<file path="src/design/sbe_map.svh">
`ifndef SBE_MAP_SVH
`define SBE_MAP_SVH

////////////////////////////////////////////////////////////////////////////////
// Operating state byte layout
`define SBE_OP_FILL_LSB      1
`define SBE_OP_FILL_MSB      3
`define SBE_OP_CRIT_BIT      5
`define SBE_OP_HEAT_BIT      6
`define SBE_OP_RESET         8'h00

////////////////////////////////////////////////////////////////////////////////
// Fault state byte layout
`define SBE_ERR_GEN_BIT      0
`define SBE_ERR_STATIC_BIT   1
`define SBE_ERR_RESET        8'h00

////////////////////////////////////////////////////////////////////////////////
// Compact telegram state byte layout
`define SBE_T9_INVALID_BIT   0
`define SBE_T9_TDIFF_LSB     1
`define SBE_T9_TDIFF_MSB     2
`define SBE_T9_FILL_LSB      3
`define SBE_T9_FILL_MSB      4
`define SBE_T9_ZERO_BIT      5
`define SBE_T9_ONE_BIT       6
`define SBE_T9_HEAT_BIT      7
`define SBE_T9_RESET         8'h40

////////////////////////////////////////////////////////////////////////////////
// Timing, in seconds of the seconds tick
`define SBE_SHORT_AVG_S      10
`define SBE_STALE_S          6'h0a
`define SBE_STATIC_S         7'h3c
`define SBE_STATIC_SAT       7'h3d

////////////////////////////////////////////////////////////////////////////////
// Temperature difference class limits, tenths of a kelvin
`define SBE_TDIFF_LIM0       8'h1f
`define SBE_TDIFF_LIM1       8'h3f
`define SBE_TDIFF_LIM2       8'h4f

////////////////////////////////////////////////////////////////////////////////
// Buffer fill class limits, percent and eighths
`define SBE_FILL_PCT_HI      80
`define SBE_FILL_PCT_MID     66
`define SBE_FILL_PCT_LO      33
`define SBE_FILL_PCT_FULL    100
`define SBE_FILL_EIGHTHS     8

`endif

</file>
<file path="src/design/sbe_pkg.sv">
package sbe_pkg;

	typedef enum logic {
		SBE_SHORT_AVG,
		SBE_LONG_AVG
	} sbe_avg_mode_t;

	typedef struct packed {
		logic criterion;
		logic on;
	} sbe_heat_t;

	typedef struct packed {
		logic [7:0] opState;
		logic [7:0] faultState;
		logic [7:0] telegramState;
	} sbe_status_t;

endpackage

</file>
<file path="src/design/sbe_fill_classifier.sv">
`timescale 1ns/1ps
`include "sbe_map.svh"

module sbe_fill_classifier
	import sbe_pkg::*;
#(
	parameter int FILL_W    = 8,
	parameter int BUF_DEPTH = 200
) (
	// Buffer occupancy
	input  wire logic [FILL_W-1:0] fillCount,
	// Classes
	output logic      [2:0]        eighthCode,
	output logic      [1:0]        pctCode
);

	if (FILL_W < 1 || FILL_W > 16 || BUF_DEPTH < 1 || BUF_DEPTH >= (1 << FILL_W)) begin
		$error("BUF_DEPTH does not fit FILL_W");
	end

	// Scaled comparison of fill against a fraction of the depth
	function automatic logic above(input int fill, input int num, input int den);
		above = fill * den > num * BUF_DEPTH;
	endfunction

	int fill;

	always_comb begin
		fill       = int'(fillCount);
		eighthCode = 3'h0;
		// Highest n with fill above n/8 of the depth
		for (int n = 1; n < `SBE_FILL_EIGHTHS; n++) begin
			if (above(fill, n, `SBE_FILL_EIGHTHS))
				eighthCode = 3'(n); // RULE_02
		end
		if (above(fill, `SBE_FILL_PCT_HI, `SBE_FILL_PCT_FULL))
			pctCode = 2'h0; // RULE_10
		else if (above(fill, `SBE_FILL_PCT_MID, `SBE_FILL_PCT_FULL))
			pctCode = 2'h1; // RULE_10
		else if (above(fill, `SBE_FILL_PCT_LO, `SBE_FILL_PCT_FULL))
			pctCode = 2'h2; // RULE_10
		else
			pctCode = 2'h3; // RULE_10
	end

endmodule

</file>
<file path="src/design/sbe_status_encoder.sv">
`timescale 1ns/1ps
`include "sbe_map.svh"

// How it works
// RULE_01 - Separate operating and fault state bytes
// RULE_02 - Operating bits 3:1 give fill eighths
// RULE_03 - Operating bit 5 mirrors heating criterion
// RULE_04 - Heater on in operating bit 6, telegram bit 7
// RULE_05 - Short averaging: fault after 10 s without sample
// RULE_06 - Long averaging: fault below half expected samples
// RULE_07 - Fault bit 1 after fault beyond one minute; counts stale or virtual temperature check fail, not long-averaging low fill
// RULE_08 - Telegram bit 0 set when data invalid
// RULE_09 - Telegram bits 2:1 classify temperature difference
// RULE_10 - Telegram bits 4:3 classify buffer fill percent
// RULE_11 - Telegram state is its own byte
// RULE_12 - Reserved bits held constant
module sbe_status_encoder
	import sbe_pkg::*;
#(
	parameter int FILL_W    = 8,
	parameter int AVG_W     = 8,
	parameter int BUF_DEPTH = 200
) (
	// Clock and reset
	input  wire logic              clk,
	input  wire logic              rst_n,
	// Measurement and averaging
	input  wire logic              secTick,
	input  wire logic              newSample,
	input  wire logic [FILL_W-1:0] fillCount,
	input  wire logic [AVG_W-1:0]  avgTimeSec,
	input  wire logic              dataValid,
	input  wire logic              virtualTemperatureCheckFail,
	input  wire logic [7:0]        tempDiff,
	// Heating
	input  wire sbe_heat_t         heat,
	// Status bytes
	output sbe_status_t            status
);

	if (AVG_W < 4 || AVG_W > 16) begin
		$error("AVG_W out of range");
	end

	////////////////////////////////////////////////////////////////////////////////
	// Reset release
	logic rstMeta;
	logic rstSync;

	always_ff @(posedge clk or negedge rst_n) begin
		if (!rst_n) begin
			rstMeta <= 1'b0;
			rstSync <= 1'b0;
		end else begin
			rstMeta <= 1'b1;
			rstSync <= rstMeta;
		end
	end

	////////////////////////////////////////////////////////////////////////////////
	// Fill classes
	logic [2:0] eighthCode;
	logic [1:0] pctCode;

	sbe_fill_classifier #(
		.FILL_W    (FILL_W),
		.BUF_DEPTH (BUF_DEPTH)
	) u_fill (
		.fillCount  (fillCount),
		.eighthCode (eighthCode),
		.pctCode    (pctCode)
	);

	function automatic logic [1:0] tdiffClass(input logic [7:0] d);
		if (d <= `SBE_TDIFF_LIM0)
			tdiffClass = 2'h0;
		else if (d <= `SBE_TDIFF_LIM1)
			tdiffClass = 2'h1;
		else if (d <= `SBE_TDIFF_LIM2)
			tdiffClass = 2'h2;
		else
			tdiffClass = 2'h3;
	endfunction

	////////////////////////////////////////////////////////////////////////////////
	// Seconds since last sample
	logic [5:0] staleSec;
	logic       stale;

	always_ff @(posedge clk or negedge rstSync) begin
		if (!rstSync)
			staleSec <= 6'h00;
		else if (newSample)
			staleSec <= 6'h00;
		else if (secTick && staleSec != `SBE_STALE_S)
			staleSec <= staleSec + 6'h01;
	end

	assign stale = (staleSec == `SBE_STALE_S);

	////////////////////////////////////////////////////////////////////////////////
	// General fault
	sbe_avg_mode_t mode;
	logic          lowFill;
	logic          genFault;

	assign mode    = (int'(avgTimeSec) < `SBE_SHORT_AVG_S) ? SBE_SHORT_AVG : SBE_LONG_AVG;
	assign lowFill = (int'(fillCount) * 2 < int'(avgTimeSec));

	always_comb begin
		unique case (mode)
			SBE_SHORT_AVG: genFault = stale; // RULE_05
			SBE_LONG_AVG:  genFault = lowFill; // RULE_06
		endcase
	end

	////////////////////////////////////////////////////////////////////////////////
	// Persistent fault
	logic [6:0] staticSec;
	logic       staticCause;

	assign staticCause = virtualTemperatureCheckFail | stale;

	always_ff @(posedge clk or negedge rstSync) begin
		if (!rstSync)
			staticSec <= 7'h00;
		else if (!staticCause)
			staticSec <= 7'h00;
		else if (secTick && staticSec != `SBE_STATIC_SAT)
			staticSec <= staticSec + 7'h01; // RULE_07
	end

	////////////////////////////////////////////////////////////////////////////////
	// Status bytes
	logic [7:0] next_opState;
	logic [7:0] next_faultState;
	logic [7:0] next_telegramState;
	logic [7:0] operatingStateByte;
	logic [7:0] faultStateByte;
	logic [7:0] compactTelegramStateByte;

	always_comb begin
		next_opState                                    = `SBE_OP_RESET; // RULE_12
		next_opState[`SBE_OP_FILL_MSB:`SBE_OP_FILL_LSB] = eighthCode; // RULE_02
		next_opState[`SBE_OP_CRIT_BIT]                  = heat.criterion; // RULE_03
		next_opState[`SBE_OP_HEAT_BIT]                  = heat.on; // RULE_04
	end

	always_comb begin
		next_faultState                      = `SBE_ERR_RESET; // RULE_12
		next_faultState[`SBE_ERR_GEN_BIT]    = genFault;
		next_faultState[`SBE_ERR_STATIC_BIT] = (staticSec > `SBE_STATIC_S); // RULE_07
	end

	always_comb begin
		next_telegramState                                      = `SBE_T9_RESET; // RULE_12
		next_telegramState[`SBE_T9_INVALID_BIT]                 = ~dataValid; // RULE_08
		next_telegramState[`SBE_T9_TDIFF_MSB:`SBE_T9_TDIFF_LSB] = tdiffClass(tempDiff); // RULE_09
		next_telegramState[`SBE_T9_FILL_MSB:`SBE_T9_FILL_LSB]   = pctCode; // RULE_10
		next_telegramState[`SBE_T9_HEAT_BIT]                    = heat.on; // RULE_04
	end

	// Operating and fault bytes kept apart
	always_ff @(posedge clk or negedge rstSync) begin
		if (!rstSync) begin
			operatingStateByte <= `SBE_OP_RESET;
			faultStateByte     <= `SBE_ERR_RESET;
		end else begin
			operatingStateByte <= next_opState; // RULE_01
			faultStateByte     <= next_faultState; // RULE_01
		end
	end

	// Compact telegram byte built from its own terms
	always_ff @(posedge clk or negedge rstSync) begin
		if (!rstSync)
			compactTelegramStateByte <= `SBE_T9_RESET;
		else
			compactTelegramStateByte <= next_telegramState; // RULE_11
	end

	assign status = {operatingStateByte, faultStateByte, compactTelegramStateByte};
endmodule

</file>
<file path="config.mk">
export PLATFORM = sky130hd
export DESIGN_NAME = sbe_status_encoder
export DESIGN_NICKNAME = d
export VERILOG_FILES = /design/src/design/sbe_pkg.sv /design/src/design/sbe_fill_classifier.sv /design/src/design/sbe_status_encoder.sv
export VERILOG_INCLUDE_DIRS = /design/src /design/src/design
export SDC_FILE = /design/constraint.sdc
export NUM_CORES = 1
export LEC_CHECK = 0
export BUFFER_PORTS_ARGS = -buffer_cell sky130_fd_sc_hd__buf_2
export CORE_UTILIZATION = 40
export DETAILED_ROUTE_END_ITERATION = 6
export HOLD_SLACK_MARGIN = 0.08
export PLACE_DENSITY = 0.59
export SLEW_MARGIN = 20
export SYNTH_ARGS = -nofsm -noshare
export SYNTH_HDL_FRONTEND = slang
export SYNTH_HIERARCHICAL = 1
export SYNTH_SLANG_ARGS = --single-unit
</file>
<file path="constraint.sdc">
create_clock -name clk -period 1.04 [get_ports clk]
set_clock_uncertainty 0.1 [all_clocks]
set_input_delay 0.208 -clock clk [delete_from_list [all_inputs] [get_ports clk]]
set_output_delay 0.208 -clock clk [all_outputs]
set_load 0.005 [all_outputs]
</file>
==> flow_summary.toml <==
[sta]
slew_violations = 0
fin_crit_sh = 2.74
post-route-min-period_ns = 2.85
setup_viol = 34
max_freq_ghz = 0.351
rsz0062_at_grt = "yes"
setup_ws_ns = -1.81
finalHoldViolCount = 0

[synthesis]
netlist_instances = 281
synth_xor_area_frac = 0.0461
yosys.area_share.simple = 0.133
syn_avg_cell_area_sq_um = 9.46
synth_top_family_by_area = "adder cells"
syn-cell-area_sq_um = 2660
ys_dominant_reg_cell = "dfrtp_1"
ys_seq_area_frac = 0.254
synth_compound_area_frac = 0.163
yosys_register_bits = 27
synth_fa_ha_area_frac = 0.314
synth.distinct_cells = 53
yosys_warnings = 6
synth_mux_area_frac = 0.00753
async_flop_share = 1.00
synth_edf_count = 0

[placed_design]
dpl_cell_area_sq_um = 3500
dpl.hpwl_um = 4950
io_buffer_count = 40
dp_cells = 457
gp_congestion = 0.837

[layout]
num_antenna_cells = 0
seqCellArea_sq_um = 676
multi_input_area_sq_um = 2130
stdcell_count = 477
n_fill_cell = 564
nets = 498
drive_above_1_share = 0.435
fin_area_sq_um = 3920
area_growth_syn_to_layout_pct = 47.2

[cts]
cts_num_sinks = 27
ctsRootBufferMaster = "clkbuf_8"
cts.htree.levels = 1
path_clk_slew_ns = 0.09
cts_tree = "done"
ctsLongestPathBuffers = 2
numCtsBuffers = 3
clk_latency_ns = 0.27

[route]
ant_nets = 0
via_count = 2344
avgViaCountPerCell = 4.91
drtIter0Drc = 27
drt_first_pass_iters = 4
drc = 0
wirelength_um = 6180
wl_per_cell_um = 13.0

[global_route]
grt_first_pass_wirelength_um = 10600
grtUsageTotal = 0.182
antenna_found_initial = 0
grt_max_degree = 26
grt_remaining_overflow = 0
grt_pass1_vias = 2437

[run]
max_cap_viol_count = 0

[power]
p_per_area_nw_per_um2 = 977
peakVddDrop_mv = 0.694
p_total_mw = 3.82
leakage_nw = 1.94

[floorplanning]
design.core.area_sq_um = 6390
initial_core_util = 0.416
die_x_um = 83.5
io_pins = 56
num_rows = 29
die_area_sq_um = 6980
die_h_um = 83.5

[outcome]
violations = "setup timing"
status = "finished with violations"

[worst_setup_path]
path_class = "input port to flip-flop"
start_kind = "input port"
crit_fanout = 3
crit_required_ns = 1.14
cp.arrival_ns = 2.95
end_kind = "flip-flop"

[min_path]
hold_class = "input port to flip-flop"
-- placed cells by master, fill, tap and decap left out, drive strengths merged, types with 4 or more instances in the layout --
cell	count
o21ai	15
nand2	13
ha	62
dlygate4sd3	6
conb	12
nand4	7
inv	26
dfrtp	27
xnor2	7
buf	113
a211oi	4
xor2	7
nor2	23
a21oi	18
-- kinds of logic (layout without fill, tap and decap cells) --
group	count (synthesis)	count (layout)
AND/OR/NAND/NOR	66	66
adder cells (fa/ha/maj)	65	65
AO/OA/AOI/OAI	63	63
buffers and inverters	42	151
flip-flops	27	27
XOR/XNOR	14	14
other	2	12
multiplexers	2	2
-- layout make-up --
type,instances,area share
multi-input combinational,222,0.545
timing repair buffer,119,0.217
sequential,27,0.173
inverter,28,0.0288
tap,77,0.0246
clock buffer,3,0.0105
clock inverter,1,0.00192
-- synthesized netlist by cell type, types with 3 or more instances --
master    instances  area share
xnor2_1           7       0.023
xor2_1            7       0.023
and3_1            3      0.0071
dfrtp_1          27        0.25
fa_1              3       0.023
nand2_1          13       0.018
a41oi_1           3      0.0099
nor2_1           23       0.032
inv_1            28       0.040
buf_4            12       0.034
o22ai_1           3      0.0071
o21ai_0          15       0.028
a21oi_1          17       0.032
nand4_1           6       0.014
ha_1             62        0.29
nand2b_1          3      0.0071
-- worst paths after layout --
check                                   from                     endpoint  slack, ns  cells after the start
min in group asynchronous            rstSync  compactTelegramStateByte[0]       0.11                      1
worst min register to register       rstSync  compactTelegramStateByte[0]       0.11                      1
worst max register to register   staleSec[0]                 staticSec[6]      -0.55                      6
worst min-delay path             tempDiff[6]  compactTelegramStateByte[2]       0.04                      2
worst max-delay path            fillCount[3]  compactTelegramStateByte[3]      -1.81                     14
max in group asynchronous            rstSync        operatingStateByte[2]       0.58                      1
-- flip-flops by register name, indices dropped and copies added (netlist names) --
| register | flops |
|---|---|
| faultStateByte | 2 |
| compactTelegramStateByte | 5 |
| rstMeta | 1 |
| rstSync | 1 |
| staticSec | 7 |
| staleSec | 6 |
| operatingStateByte | 5 |
-- report_power, final --
group	leakage, nW	total, mW	internal, mW	switching [mW]
combinational	1.58	2.06	1.05	1.01
clock	0.0217	0.603	0.272	0.332
sequential	0.338	1.16	1.13	0.0307
total	1.94	3.82	2.45	1.38
-- per-layer routing --
layer / GRT usage / wire (um)
met5: 0 / 0
met4: 0.0401 / 38
met3: 0.00989 / 84
met2: 0.342 / 3180
met1: 0.229 / 2880
-- stage by stage --
stage / hold WS (ns) / setup TNS, ns / setup WS (ns) / util
6_report: 0.0446 / -11.99 / -1.81 / 0.613
3_5_place_dp: -0.104 / -12.62 / -2.17 / 0.548
5_1_grt: 0.0255 / -14.02 / -1.87 / 0.613
3_3_place_gp: -0.105 / -12.33 / -2.14 / 0.548
2_1_floorplan: -0.188 / -10.11 / -1.93 / -
4_1_cts: 0.0301 / -11.74 / -1.79 / 0.596
-- critical path: stages --
cell	delay, ns
buf_8	0.08
clkinvlp_4	0.12
ha_4	0.25
ha_4	0.25
inv_2	0.03
fa_1	0.48
inv_2	0.05
ha_4	0.28
nand2_4	0.05
o31ai_4	0.31
and4b_2	0.30
o31ai_2	0.07
or3b_1	0.35
a21oi_1	0.12
-- repair_timing --
item,CTS,global route
endpoints found under the hold margin,7,2
pin swaps,23,15
buffers inserted,6,4
gates resized for setup,38,13
setup endpoints to repair,32,33
hold buffers,4,2
(Power assumes the default switching activity.)
